**src/hdl/wdtu_defs.svh**
```systemverilog
// Behaviour
// - count on a nominal 1 ms tick standing in for the 31 kHz low-frequency oscillator
// - mode 00 keeps the watchdog off whatever the enable bit or sleep state
// - mode 11 keeps the watchdog active always, sleep included, enable bit ignored
// - mode 10 keeps the watchdog active while awake, off while asleep
// - mode 01 follows the software enable bit, independent of sleep
// - software period select sets the time-out from 1 ms to 256 s
// - after any reset the period select gives a 2 s time-out
// - counter clears on reset, clear instruction, oscillator failure and disabling
// - counter clears on sleep entry, then counts from zero if still enabled
// - counter clears on sleep exit and stays clear while oscillator start-up runs
// - time-out in sleep wakes the core, sets expired flag, no reset
// - changing the internal oscillator divider leaves the counter alone
`ifndef WDTU_DEFS_SVH
`define WDTU_DEFS_SVH

`define WDTU_ADDR_W          8
`define WDTU_DATA_W          8
`define WDTU_OFS_CTRL        8'h00
`define WDTU_OFS_STAT        8'h04

`define WDTU_CTRL_EN_BIT     0
`define WDTU_CTRL_PS_LSB     1
`define WDTU_CTRL_PS_W       5
`define WDTU_CTRL_PS_RST     5'h0b
`define WDTU_CTRL_EN_RST     1'b0
`define WDTU_PS_MAX          5'h12

`define WDTU_STAT_EXP_BIT    0
`define WDTU_STAT_SLP_BIT    1
`define WDTU_STAT_ACT_BIT    2

`define WDTU_LFOSC_KHZ       31
`define WDTU_TICK_NS         1000000
`define WDTU_CLK_NS          10
`define WDTU_TICK_CYCLES     (`WDTU_TICK_NS / `WDTU_CLK_NS)
`define WDTU_MS_CNT_W        18

`endif

```
**src/hdl/wdtu_pkg.sv**
```systemverilog
package wdtu_pkg;

    typedef enum logic [1:0] {
        WDTU_MODE_OFF   = 2'b00,
        WDTU_MODE_SW    = 2'b01,
        WDTU_MODE_AWAKE = 2'b10,
        WDTU_MODE_ON    = 2'b11
    } wdtu_mode_t;

    typedef enum logic [1:0] {
        WDTU_ST_AWAKE  = 2'b00,
        WDTU_ST_ASLEEP = 2'b01,
        WDTU_ST_WAKING = 2'b10
    } wdtu_state_t;

endpackage : wdtu_pkg

```
**src/hdl/wdtu_tick_if.sv**
```systemverilog
`timescale 1ns/10ps
interface wdtu_tick_if;
    logic clear;
    logic tick;

    modport gen  (input clear, output tick);
    modport user (output clear, input tick);
endinterface : wdtu_tick_if

```
**src/hdl/wdtu_tick_gen.sv**
```systemverilog
`timescale 1ns/10ps
`include "wdtu_defs.svh"
module wdtu_tick_gen #(
    parameter int unsigned TICK_CYCLES = `WDTU_TICK_CYCLES,
    parameter int unsigned CNT_W       = 17
) (
    input  wire logic  clock_i,
    input  wire logic  rst_b_i,
    wdtu_tick_if.gen   tk
);
    if (TICK_CYCLES < 2 || TICK_CYCLES > (64'd1 << CNT_W)) begin : g_bad_cycles
        $error("wdtu_tick_gen: TICK_CYCLES does not fit the divider");
    end

    localparam logic [CNT_W-1:0] LAST = CNT_W'(TICK_CYCLES - 1);

    logic [CNT_W-1:0] div_q;
    logic [CNT_W-1:0] div_d;
    logic             tick_q;
    logic             tick_d;

    // clearing restarts the whole millisecond so a fresh period is never short
    always_comb begin
        div_d  = div_q;
        tick_d = 1'b0;
        if (tk.clear) begin
            div_d = '0;
        end else if (div_q == LAST) begin
            div_d  = '0;
            tick_d = 1'b1;
        end else begin
            div_d = div_q + CNT_W'(1);
        end
    end

    always_ff @(posedge clock_i) begin
        if (!rst_b_i) begin
            div_q  <= '0;
            tick_q <= 1'b0;
        end else begin
            div_q  <= div_d;
            tick_q <= tick_d;
        end
    end

    assign tk.tick = tick_q;
endmodule : wdtu_tick_gen

```
**src/hdl/wdtu_watchdog.sv**
```systemverilog
`timescale 1ns/10ps
`include "wdtu_defs.svh"
module wdtu_watchdog
    import wdtu_pkg::*;
#(
    parameter int unsigned TICK_CYCLES = `WDTU_TICK_CYCLES
) (
    input  wire logic                    clock_i,
    input  wire logic                    rst_b_i,
    // register port
    input  wire logic [`WDTU_ADDR_W-1:0] addr_i,
    input  wire logic [`WDTU_DATA_W-1:0] wdata_i,
    input  wire logic                    wr_i,
    input  wire logic                    rd_i,
    output logic      [`WDTU_DATA_W-1:0] rdata_o,
    // configuration and core status
    input  wire logic [1:0]              wdt_mode_cfg_i,
    input  wire logic                    sleep_i,
    input  wire logic                    clear_watchdog_instr_i,
    input  wire logic                    osc_fail_i,
    input  wire logic                    osc_startup_timer_i,
    // results
    output logic                         wdt_reset_o,
    output logic                         wake_o,
    output logic                         wdt_expired_flag_o,
    output logic                         sleep_entered_flag_o,
    output logic                         wdt_active_o
);
    localparam int PS_W  = `WDTU_CTRL_PS_W;
    localparam int CNT_W = `WDTU_MS_CNT_W;

    wdtu_tick_if tk ();

    wdtu_tick_gen #(
        .TICK_CYCLES (TICK_CYCLES),
        .CNT_W       (17)
    ) u_tick (
        .clock_i (clock_i),
        .rst_b_i (rst_b_i),
        .tk      (tk)
    );

    // control register
    logic            sw_wdt_enable_q;
    logic            sw_wdt_enable_d;
    logic [PS_W-1:0] wdt_period_select_q;
    logic [PS_W-1:0] wdt_period_select_d;

    always_comb begin
        sw_wdt_enable_d     = sw_wdt_enable_q;
        wdt_period_select_d = wdt_period_select_q;
        if (wr_i && addr_i == `WDTU_OFS_CTRL) begin
            sw_wdt_enable_d     = wdata_i[`WDTU_CTRL_EN_BIT];
            wdt_period_select_d = wdata_i[`WDTU_CTRL_PS_LSB +: PS_W];
        end
    end

    always_ff @(posedge clock_i) begin
        if (!rst_b_i) begin
            sw_wdt_enable_q     <= `WDTU_CTRL_EN_RST;
            wdt_period_select_q <= `WDTU_CTRL_PS_RST;
        end else begin
            sw_wdt_enable_q     <= sw_wdt_enable_d;
            wdt_period_select_q <= wdt_period_select_d;
        end
    end

    // sleep tracking
    wdtu_state_t state_q;
    wdtu_state_t state_d;
    logic        sleep_edge;

    always_comb begin
        state_d    = state_q;
        sleep_edge = 1'b0;
        case (state_q)
            WDTU_ST_AWAKE: begin
                if (sleep_i) begin
                    state_d    = WDTU_ST_ASLEEP;
                    sleep_edge = 1'b1;
                end
            end
            WDTU_ST_ASLEEP: begin
                if (!sleep_i) begin
                    sleep_edge = 1'b1;
                    state_d    = osc_startup_timer_i ? WDTU_ST_WAKING : WDTU_ST_AWAKE;
                end
            end
            WDTU_ST_WAKING: begin
                if (!osc_startup_timer_i) begin
                    state_d = WDTU_ST_AWAKE;
                end
            end
            default: begin
                state_d = WDTU_ST_AWAKE;
            end
        endcase
    end

    always_ff @(posedge clock_i) begin
        if (!rst_b_i) begin
            state_q <= WDTU_ST_AWAKE;
        end else begin
            state_q <= state_d;
        end
    end

    // mode decode
    wdtu_mode_t mode;
    logic       in_sleep;
    logic       active;

    assign mode     = wdtu_mode_t'(wdt_mode_cfg_i);
    assign in_sleep = (state_q == WDTU_ST_ASLEEP);

    always_comb begin
        case (mode)
            WDTU_MODE_OFF:   active = 1'b0;
            WDTU_MODE_SW:    active = sw_wdt_enable_q;
            WDTU_MODE_AWAKE: active = !in_sleep;
            WDTU_MODE_ON:    active = 1'b1;
            default:         active = 1'b0;
        endcase
    end

    // millisecond counter; the internal oscillator divider has no path in here
    logic [CNT_W-1:0] ms_cnt_q;
    logic [CNT_W-1:0] ms_cnt_d;
    logic [CNT_W-1:0] limit;
    logic [PS_W-1:0]  ps_eff;
    logic             clear_all;
    logic             timeout;

    // codes above the top step saturate at 256 s
    assign ps_eff = (wdt_period_select_q > `WDTU_PS_MAX) ? `WDTU_PS_MAX : wdt_period_select_q;
    assign limit  = (CNT_W'(1) << ps_eff) - CNT_W'(1);

    // holding clear while start-up runs covers both sleep exit and waking state
    assign clear_all = !active || clear_watchdog_instr_i || osc_fail_i || sleep_edge
                       || (state_q == WDTU_ST_WAKING) || osc_startup_timer_i;

    // at or above the limit: a shorter period chosen mid-count still expires
    assign timeout = !clear_all && tk.tick && (ms_cnt_q >= limit);

    assign tk.clear = clear_all;

    always_comb begin
        ms_cnt_d = ms_cnt_q;
        if (clear_all || timeout) begin
            ms_cnt_d = '0;
        end else if (tk.tick) begin
            ms_cnt_d = ms_cnt_q + CNT_W'(1);
        end
    end

    always_ff @(posedge clock_i) begin
        if (!rst_b_i) begin
            ms_cnt_q <= '0;
        end else begin
            ms_cnt_q <= ms_cnt_d;
        end
    end

    // events and status flags
    logic wdt_reset_q;
    logic wdt_reset_d;
    logic wake_q;
    logic wake_d;
    logic exp_flag_q;
    logic exp_flag_d;
    logic slp_flag_q;
    logic slp_flag_d;
    logic active_q;

    always_comb begin
        wdt_reset_d = timeout && !in_sleep;
        wake_d      = timeout && in_sleep;
        exp_flag_d  = exp_flag_q;
        slp_flag_d  = slp_flag_q;
        // the clear instruction drops both flags, but a same-cycle sleep entry still sets the sleep flag; the clear blocks any time-out
        if (clear_watchdog_instr_i) begin
            exp_flag_d = 1'b0;
            slp_flag_d = 1'b0;
        end
        if (timeout) begin
            exp_flag_d = 1'b1;
        end
        if (sleep_edge && state_q == WDTU_ST_AWAKE) begin
            slp_flag_d = 1'b1;
        end
    end

    always_ff @(posedge clock_i) begin
        if (!rst_b_i) begin
            wdt_reset_q <= 1'b0;
            wake_q      <= 1'b0;
            exp_flag_q  <= 1'b0;
            slp_flag_q  <= 1'b0;
            active_q    <= 1'b0;
        end else begin
            wdt_reset_q <= wdt_reset_d;
            wake_q      <= wake_d;
            exp_flag_q  <= exp_flag_d;
            slp_flag_q  <= slp_flag_d;
            active_q    <= active;
        end
    end

    // read port: data only in the cycle after the strobe
    logic [`WDTU_DATA_W-1:0] rdata_q;
    logic [`WDTU_DATA_W-1:0] rdata_d;

    always_comb begin
        rdata_d = '0;
        if (rd_i) begin
            case (addr_i)
                `WDTU_OFS_CTRL: begin
                    rdata_d[`WDTU_CTRL_EN_BIT]           = sw_wdt_enable_q;
                    rdata_d[`WDTU_CTRL_PS_LSB +: PS_W]   = wdt_period_select_q;
                end
                `WDTU_OFS_STAT: begin
                    rdata_d[`WDTU_STAT_EXP_BIT] = exp_flag_q;
                    rdata_d[`WDTU_STAT_SLP_BIT] = slp_flag_q;
                    rdata_d[`WDTU_STAT_ACT_BIT] = active_q;
                end
                default: begin
                    rdata_d = '0;
                end
            endcase
        end
    end

    always_ff @(posedge clock_i) begin
        if (!rst_b_i) begin
            rdata_q <= '0;
        end else begin
            rdata_q <= rdata_d;
        end
    end

    assign rdata_o              = rdata_q;
    assign wdt_reset_o          = wdt_reset_q;
    assign wake_o               = wake_q;
    assign wdt_expired_flag_o   = exp_flag_q;
    assign sleep_entered_flag_o = slp_flag_q;
    assign wdt_active_o         = active_q;
endmodule : wdtu_watchdog

```
**config.mk**
```make
export PLATFORM = sky130hd
export DESIGN_NAME = wdtu_watchdog
export DESIGN_NICKNAME = d
export VERILOG_FILES = /design/src/hdl/wdtu_pkg.sv /design/src/hdl/wdtu_tick_if.sv /design/src/hdl/wdtu_tick_gen.sv /design/src/hdl/wdtu_watchdog.sv
export VERILOG_INCLUDE_DIRS = /design/src /design/src/hdl
export SDC_FILE = /design/constraint.sdc
export NUM_CORES = 1
export LEC_CHECK = 0
export BUFFER_PORTS_ARGS = -buffer_cell sky130_fd_sc_hd__buf_2
export CAP_MARGIN = 10
export CELL_PAD_IN_SITES_DETAIL_PLACEMENT = 1
export CELL_PAD_IN_SITES_GLOBAL_PLACEMENT = 2
export CORE_ASPECT_RATIO = 0.7
export CORE_MARGIN = 2
export CORE_UTILIZATION = 35
export DETAILED_ROUTE_END_ITERATION = 6
export PLACE_DENSITY = 0.79
export SYNTH_ARGS = -nofsm -noshare
export SYNTH_HDL_FRONTEND = slang
export SYNTH_SLANG_ARGS = --single-unit
export TNS_END_PERCENT = 20
```
**constraint.sdc**
```tcl
create_clock -name clock_i -period 4.1 [get_ports clock_i]
set_input_delay 0.205 -clock clock_i [delete_from_list [all_inputs] [get_ports clock_i]]
set_output_delay 0.205 -clock clock_i [all_outputs]
set_load 0.005 [all_outputs]
```
==> Yosys cells after proc, flatten, opt, wreduce, memory -nomap -nowiden <==
Index checks and enable logic that the tools add are counted.
{ "word_totals": {"reg_bits": 57, "out_inout_bits": 13, "elab_cells": 72} }
{ "op_classes": {"addsub": 3, "order_cmp": 2, "eq_ne": 10, "shift": 1, "n_mux": 15, "n_bitwise": 1, "n_reduce_logical": 26} }
{ "op_table": {"columns": ["op", "n"], "rows": [
  ["adder 18 x 1 -> 18 bit (second input constant)", 1],
  [">= comparator 18 bit", 1],
  ["left shift 1 x 5 -> 18 bit (first input constant)", 1],
  ["subtractor 18 x 2 -> 18 bit (second input constant)", 1],
  ["adder 17 x 1 -> 17 bit (second input constant)", 1],
  ["== test 17 bit (second input constant)", 1],
  ["== test 8 x 3 -> 1 bit (second input constant)", 1],
  ["logical NOT 8 bit", 1],
  ["two-way mux 2 bit", 4],
  ["== test 2 bit (second input constant)", 3],
  ["logical AND 1 bit", 6],
  ["logical OR 1 bit", 6],
  ["two-way mux 1 bit", 6],
  ["inequality test 2 bit (second input constant)", 3],
  ["one-hot mux 2 bit (3 select lines)", 1],
  ["one-hot mux 3 bit (2 select lines)", 1],
  ["AND reduction 3 bit", 2],
  ["greater-than comparator 5 bit (second input constant)", 1],
  ["two-way mux 5 bit", 1],
  ["== test 2 x 1 -> 1 bit (second input constant)", 2],
  ["logical NOT 2 bit", 2],
  ["one-hot mux 1 bit (4 select lines)", 1],
  ["nonzero test 2 bit", 2],
  ["OR reduction 2 bit", 2],
  ["5 further kinds", 7]
]} }

==> Logic depth before layout (Yosys ltp) <==
Gate-level depths: netlist (run 1).
{ "depth": {"depth_word": 14, "mapped_depth": 18} }

==> Cells and area by module <==
From an unflattened synthesis (run 1), not the netlist that was laid out.
{ "hier_totals": {"hier_cells": 364, "area_unflattened_um2": 3195.6} }
{ "by_module_without_submodules": {"columns": ["module", "n_inst", "cells_per_inst", "area_each_um2", "seq_area_each_um2"], "rows": [
  ["wdtu_watchdog", 1, 276, 2388.5, 740.7],
  ["wdtu_tick_gen", 1, 88, 807.0, 360.3]
]} }

==> Worst setup path after synthesis (run 1) <==
Ideal clock, no wire load.
{ "synth_path": {"kind": "reg-to-reg", "start": "register wdt_period_select_q[2]", "end": "register ms_cnt_q[10]", "setup_ns": 0.088, "t_arrival_ns": 3.329, "slack_ns": 0.683, "path_stages_with_launch": 18, "n_path_buf": 3, "synth_period_minus_slack_ns": 3.417, "cell_sequence": "dfxtp_1 -> or2_2 -> clkbuf_1 -> nor2_1 -> nand3_1 -> ha_1 -> nor3_1 -> mux2i_1 -> nor2_1 -> a21oi_1 -> ha_1 -> o21ai_0 -> nor2_1 -> or3_1 -> o211a_1 -> buf_6 -> buf_8 -> nor4_2"} }
{ "synth_between": {"elab_chain_len": 8} }
{ "synth_lines": {"columns": ["element", "line", "rtl"], "rows": [
  ["start, declared", "wdtu_watchdog.sv:46", "logic [PS_W-1:0] wdt_period_select_q;"],
  ["start signal, assigned", "wdtu_watchdog.sv:61", "wdt_period_select_q <= `WDTU_CTRL_PS_RST;"],
  ["start signal, assigned", "wdtu_watchdog.sv:64", "wdt_period_select_q <= wdt_period_select_d;"],
  ["greater-than comparator 5 bit (no source line)", null, null],
  ["two-way mux 5 bit *", "wdtu_watchdog.sv:135", "assign ps_eff = (wdt_period_select_q > `WDTU_PS_MAX) ? `WDTU_PS_MAX : wdt_period_select_q;"],
  ["left shift 1 x 5 -> 18 bit *", "wdtu_watchdog.sv:136", "assign limit = (CNT_W'(1) << ps_eff) - CNT_W'(1);"],
  ["subtractor 18 x 2 -> 18 bit *", "wdtu_watchdog.sv:136", null],
  [">= comparator 18 bit *", "wdtu_watchdog.sv:143", "assign timeout = !clear_all && tk.tick && (ms_cnt_q >= limit);"],
  ["logical AND 1 bit *", "wdtu_watchdog.sv:143", null],
  ["logical OR 1 bit *", "wdtu_watchdog.sv:149", "if (clear_all || timeout) begin"],
  ["OR reduction 2 bit (no source line) *", null, null],
  ["end signal, assigned", "wdtu_watchdog.sv:160", "ms_cnt_q <= ms_cnt_d;"],
  ["end, declared", "wdtu_watchdog.sv:127", "logic [CNT_W-1:0] ms_cnt_q;"]
]} }
Every way passes the cells marked *; elsewhere a longest branch is shown, timed or not.
A chain may end at the register's enable or synchronous reset.

==> Worst setup path after layout (run 1) <==
{ "layout_path": {"start": "register wdt_period_select_q[1]", "end": "register ms_cnt_q[3]"} }
Same word-level chain as after synthesis.

==> results of run 1 <==
==> flip-flops by register name (all words and copies together), names as in the netlist, 2 cells and up <==
| signal | cells |
|---|---|
| ms_cnt_q | 18 |
| u_tick.div_q | 17 |
| rdata_o | 6 |
| wdt_period_select_q | 5 |
| state_q | 2 |
==> through the flow <==
| stage | cell area (sq um) | setup slack [ns] | power [mW] | cells | hold WS (ns) |
|---|---|---|---|---|---|
| after floorplan | 3140 | 0.683 | 0.565 | 354 | 0.324 |
| after global placement | 3390 | 0.481 | 0.579 | 497 | 0.422 |
| after detailed placement | 3390 | 0.331 | 0.581 | 497 | 0.424 |
| after CTS | 3560 | 0.339 | 1.09 | 505 | 0.120 |
| after global routing | 3570 | 0.148 | 1.12 | 505 | 0.152 |
| final | 3570 | 0.467 | 1.07 | 505 | 0.121 |
==> worst max-delay path by stage <==
| stage | endpoint | slack [ns] | from |
|---|---|---|---|
| 3_5_place_dp | ms_cnt_q[16] | 0.33 | wdt_period_select_q[1] |
| 4_1_cts | ms_cnt_q[16] | 0.34 | wdt_period_select_q[1] |
| 3_3_place_gp | ms_cnt_q[3] | 0.48 | wdt_period_select_q[1] |
| 5_1_grt | ms_cnt_q[5] | 0.15 | wdt_period_select_q[1] |
| 6_report | ms_cnt_q[3] | 0.47 | wdt_period_select_q[1] |
| 2_1_floorplan | ms_cnt_q[10] | 0.68 | wdt_period_select_q[2] |
==> cell usage in the layout, fill, tap and decap left out, drive strengths merged, types with 12 or more instances in the layout <==
cell type / count
a21oi: 14
buf: 41
dfxtp: 55
ha: 21
inv: 12
nand2: 29
nand3: 13
nand4: 13
nor2: 36
nor4: 23
xnor2: 13
xor2: 20
==> worst register-to-register path, cell delays in order, from the launching register on <==
cell	delay, ns
dfxtp_1	0.31
or2_2	0.35
nor2_1	0.23
nand3_1	0.12
ha_1	0.33
buf_4	0.22
nand2_1	0.07
o21ai_0	0.08
a22oi_1	0.19
ha_1	0.30
a21oi_1	0.18
a211oi_1	0.09
or3_1	0.36
o211a_1	0.25
buf_4	0.23
nor4_1	0.25
==> cell families (layout without fill, tap and decap cells) <==
logic type	count (synthesis)	after routing	share of synthesized area [%]
fa+ha+maj	21	21	8.38
simple gates	158	158	28.7
xor+xnor	33	33	9.22
buf+inv	29	60	5.43
other cells	1	2	0.120
flops	55	55	35.1
mux	12	12	3.87
compound gates	44	44	9.22
==> power breakdown <==
group          leakage, nW  switching [mW]  internal, mW
registers            0.444         0.00230         0.536
clock network       0.0875           0.197         0.307
logic                0.845          0.0145        0.0150
total                 1.38           0.214         0.858
==> routing by layer <==
| metal | GRT usage [%] | part of all wire [%] | up-vias |
|---|---|---|---|
| met5 | 0 | 0 | - |
| li1 | - | - | 1320 |
| met3 | 4.53 | 3.8 | 5 |
| met1 | 25.4 | 54 | 1256 |
| met2 | 24.0 | 42 | 45 |
| met4 | 3.53 | 0.48 | 0 |
==> area by class of cell <==
cell class | count | area [sq um] | share of cell area, %
multi-input cells | 270 | 1870 | 52.5
flip-flops and latches | 55 | 1100 | 30.9
repair buffers | 41 | 223 | 6.24
well taps | 120 | 150 | 4.21
clock buffers | 6 | 139 | 3.89
inverters | 11 | 43.8 | 1.23
clock inverters | 2 | 38.8 | 1.09
==> results.sh, run 1 <==
export IMPL_synth_main_ff_cell="dfxtp_1"
export IMPL_finalHoldViolCount=0
export IMPL_wl_mm=7.76
export IMPL_final_core_util_pct=41.6
export IMPL_cts_setup_buffers=0
export IMPL_final_setup_viol_count=0
export IMPL_cp_arrival_ns=3.84
export IMPL_synth_top_area_share_pct=35.1
export IMPL_dr_pass1_iters=4
export IMPL_cts_sinks=55
export IMPL_drv_cap=0
export IMPL_post_dp_hpwl_mm=5.77
export IMPL_antenna_cells=0
export IMPL_via_per_inst=5.20
export IMPL_crit_family="simple AND/OR/NAND/NOR gates"
export IMPL_worstPathRequired_ns=4.31
export IMPL_hold_buffers=0
export IMPL_vias=2626
export IMPL_synth_cell_type_count=54
export IMPL_grtUsageTotal_pct=16.9
export IMPL_final_max_slew_viol_count=0
export IMPL_irDropWorstVdd_mv=0.248
export IMPL_yosysSeqAreaShare_pct=35.1
export IMPL_dieHeight_um=83.2
export IMPL_crit_path_max_fanout=18
export IMPL_hp_class="primary input to flop"
export IMPL_grt_antenna_before_repair=0
export IMPL_wire_per_inst_um=15.4
export IMPL_leakage_nw=1.38
export IMPL_yosys_top_cells_count="55 x dfxtp_1, 36 x nor2_1, 29 x nand2_1, 21 x ha_1, 20 x xor2_1"
export IMPL_layout_nets=431
export IMPL_max_freq_mhz=275
export IMPL_root_buffer="clkbuf_16"
export IMPL_fill_cells=1001
export IMPL_drive_gt1_share_pct=17.9
export IMPL_cp_slowest_cell="or3_1"
export IMPL_p_per_area_nw_per_um2=301
export IMPL_grt_pass1_wl_mm=13.2
export IMPL_cts_buffers=5
export IMPL_path_cells="or2_2 > nor2_1 > nand3_1 > ha_1 > buf_4 > nand2_1 > o21ai_0 > a22oi_1 > ha_1 > a21oi_1 > a211oi_1 > or3_1 > o211a_1 > buf_4 > nor4_1"
export IMPL_io_pin_count=39
export IMPL_cp_start_kind="flop"
export IMPL_netlist_area_sq_um=3140
export IMPL_start_util_pct=36.5
export IMPL_r2r_cells=15
export IMPL_worstMarginPinSlew_ns=0.823
export IMPL_critical_path_depth=15
export IMPL_status="finished, final reports clean"
export IMPL_die_w_um=117
export IMPL_ys_ff_latch=55
export IMPL_htreeDepth=2
export IMPL_fin_skew_ns=0.00723
export IMPL_r2r_slack_ns=0.47
export IMPL_period_needed_ns=3.63
export IMPL_post_route_period_util_pct=88.6
export IMPL_finalSetupTns_ns=0
export IMPL_cts_tree="yes"
export IMPL_crit_path_end_kind="flop"
export IMPL_synth_top_cell_by_area="dfxtp_1"
export IMPL_yosysMostFrequentCell="dfxtp_1"
export IMPL_rsz0062_at_grt="false"
export IMPL_cts_resized_gates=0
export IMPL_critPathBufInv=2
export IMPL_core_sq_um=8580
export IMPL_hold_path_endpoint="wdt_period_select_q[3]"
export IMPL_crit_path_max_incr_delay_ns=0.36
export IMPL_synth_area_leaders="dfxtp_1 35%, ha_1 8.4%, xor2_1 5.6%"
export IMPL_synth_edf_count=0
export IMPL_ant_nets=0
export IMPL_path_class="flop to flop"
export IMPL_cts_path_max_buffers=2
export IMPL_route_detailed_drc=0
export IMPL_synth_area_per_cell_sq_um=8.88
export IMPL_clk_pin_slew_ns=0.07
export IMPL_grt_max_degree=20
export IMPL_syn2layout_area_growth_pct=13.8
export IMPL_place_congestion=0.751
export IMPL_hold_start="wdata_i[4]"
export IMPL_drtIter0Drc=98
export IMPL_syn_inst=353
export IMPL_die_area_sq_um=9740
export IMPL_r2r_end="ms_cnt_q[3]"
export IMPL_grt_pass1_vias=2689
export IMPL_io_buffers=34
export IMPL_clock_latency_ns=0.30
export IMPL_r2r_start="wdt_period_select_q[1]"
export IMPL_min_path_cells=3
export IMPL_ys_warn_count=0
export IMPL_maxSlewHeadroom_pct=44.6
export IMPL_async_flop_share_pct=0
export IMPL_grt_overflow=0
export IMPL_rows=28
Power figures use the tool's default switching activity.
==> run 2, diff against run 1 <==
CORE_ASPECT_RATIO = 2   (was 0.7)
CORE_MARGIN = not set   (was 2)
==> run 2 against run 1 <==
Against the previous run: first-iteration DRC count is 16% lower; clock power fell by 2%; cell area down 0.95%; hold slack better by 0.014 ns; largest cell class unchanged; count of clock-buffer cells in the layout stayed put; register-to-register slack worse by 0.12 ns; combinational power is essentially flat; critical endpoint unchanged; total power fell by 0.93%; clock skew decreased by 0.0013 ns; non-clock buffer count unchanged.
==> results.sh, run 2 (synthesis gave the netlist of run 1 again) <==
export IMPL_cts_tree="yes"
export IMPL_grtUsageTotal_pct=19.1
export IMPL_status="finished, final reports clean"
export IMPL_p_per_area_nw_per_um2=301
export IMPL_final_setup_viol_count=0
export IMPL_io_buffers=34
export IMPL_rsz0062_at_grt="false"
export IMPL_layout_commonest_cell="dfxtp_1"
export IMPL_power_total_mw=1.06
export IMPL_drv_cap=0
export IMPL_maxSlewHeadroom_pct=44.1
export IMPL_rows=48
export IMPL_final_max_slew_viol_count=0
export IMPL_r2r_cells=15
export IMPL_crit_path_end_kind="flop"
export IMPL_period_needed_ns=3.75
export IMPL_cts_path_max_buffers=2
export IMPL_crit_path_max_fanout=18
export IMPL_fin_skew_ns=0.00598
export IMPL_wire_per_inst_um=16.4
export IMPL_die_area_sq_um=9360
export IMPL_syn2layout_area_growth_pct=12.7
export IMPL_fill_cells=1067
export IMPL_cts_buffers=5
export IMPL_dieHeight_um=136
export IMPL_wl_mm=7.94
export IMPL_final_cells=485
export IMPL_drtIter0Drc=82
export IMPL_grt_pass1_vias=2771
export IMPL_via_per_inst=5.47
export IMPL_final_cell_mix="55 x dfxtp_1, 36 x nor2_1, 34 x buf_2"
export IMPL_cp_start_kind="flop"
export IMPL_core_sq_um=8650
export IMPL_grt_pass1_wl_mm=13.2
export IMPL_cts_sinks=55
export IMPL_route_detailed_drc=0
export IMPL_cts_resized_gates=0
export IMPL_finalSetupTns_ns=0
export IMPL_root_buffer="clkbuf_16"
export IMPL_grt_antenna_before_repair=0
export IMPL_post_dp_hpwl_mm=6.13
export IMPL_irDropWorstVdd_mv=0.364
export IMPL_die_w_um=68.9
export IMPL_io_pin_count=39
export IMPL_vias=2651
export IMPL_htreeDepth=2
export IMPL_cp_arrival_ns=3.94
export IMPL_finalHoldViolCount=0
export IMPL_placedCellCount=477
export IMPL_leakage_nw=1.38
export IMPL_antenna_cells=0
export IMPL_max_freq_mhz=267
export IMPL_fin_ws_ns=0.350
export IMPL_ant_nets=0
export IMPL_grt_max_degree=20
export IMPL_path_class="flop to flop"
export IMPL_layout_nets=431
export IMPL_clock_latency_ns=0.30
export IMPL_worstPathRequired_ns=4.29
export IMPL_largest_reg_flops=18
export IMPL_hold_buffers=0
export IMPL_regMostFlops="ms_cnt_q"
export IMPL_dp_slack_ns=0.377
export IMPL_hp_class="primary input to flop"
export IMPL_grt_overflow=0
export IMPL_dr_pass1_iters=4
export IMPL_place_congestion=0.790
export IMPL_cts_setup_buffers=0
export IMPL_clk_pin_slew_ns=0.07
export IMPL_start_util_pct=36.3
export IMPL_worstMarginPinSlew_ns=0.830
export IMPL_post_route_period_util_pct=91.5
export IMPL_min_path_cells=3
export IMPL_drive_gt1_share_pct=17.7
export IMPL_whs_ns=0.135
[run 2: worst max-delay path, stage by stage (launching register included)]
cell and delay [ns]:
dfxtp_1 0.31, or2_2 0.35, nor2_1 0.23, nand3_1 0.12, ha_1 0.27, nor3_1 0.34, mux2i_1 0.14, nor2_1 0.16
a21oi_1 0.07, ha_1 0.29, o21ai_0 0.18, nor2_1 0.06, or3_1 0.39, o211a_1 0.25, buf_4 0.22, nor4_1 0.28
[run 2: final cells by class]
cell class | instances | area (sq um) | area share (%)
Timing Repair Buffer | 41 | 223 | 6.30
Inverter | 11 | 43.8 | 1.24
Clock inverter | 2 | 35.0 | 0.991
Tap cell | 100 | 125 | 3.54
Multi-Input combinational cell | 270 | 1870 | 52.8
Clock buffer | 6 | 139 | 3.93
Sequential cell | 55 | 1100 | 31.2
[run 2: per-stage QoR]
| step | instance area, sq um | utilization [%] |
|---|---|---|
| 6_report | 3530 | 40.9 |
| 3_5_place_dp | 3360 | 38.9 |
| 4_1_cts | 3530 | 40.9 |
| 2_1_floorplan | 3140 | - |
| 3_3_place_gp | 3360 | 38.9 |
| 5_1_grt | 3530 | 40.9 |
[run 2: path summary, 6_finish.rpt]
check	from	endpoint	slack, ns
hold reg to reg	u_tick.div_q[0]	u_tick.div_q[0]	0.48
setup / recovery	wdt_period_select_q[1]	ms_cnt_q[3]	0.35
hold / removal	wdata_i[1]	wdt_period_select_q[0]	0.13
setup reg to reg	wdt_period_select_q[1]	ms_cnt_q[3]	0.35
[run 2: where the power goes]
part / total (mW) / internal (mW) / switching, mW
clock network: 0.495 / 0.304 / 0.191
registers: 0.538 / 0.536 / 0.00217
logic: 0.0293 / 0.0150 / 0.0143
total: 1.06 / 0.855 / 0.208
[run 2: metal layers]
metal / track usage [%] / vias up / routed length, um
li1: - / 1316 / -
met1: 19.0 / 1305 / 2880
met2: 36.6 / 19 / 4720
met3: 2.77 / 11 / 109
met4: 8.39 / 0 / 225
met5: 0 / - / 0
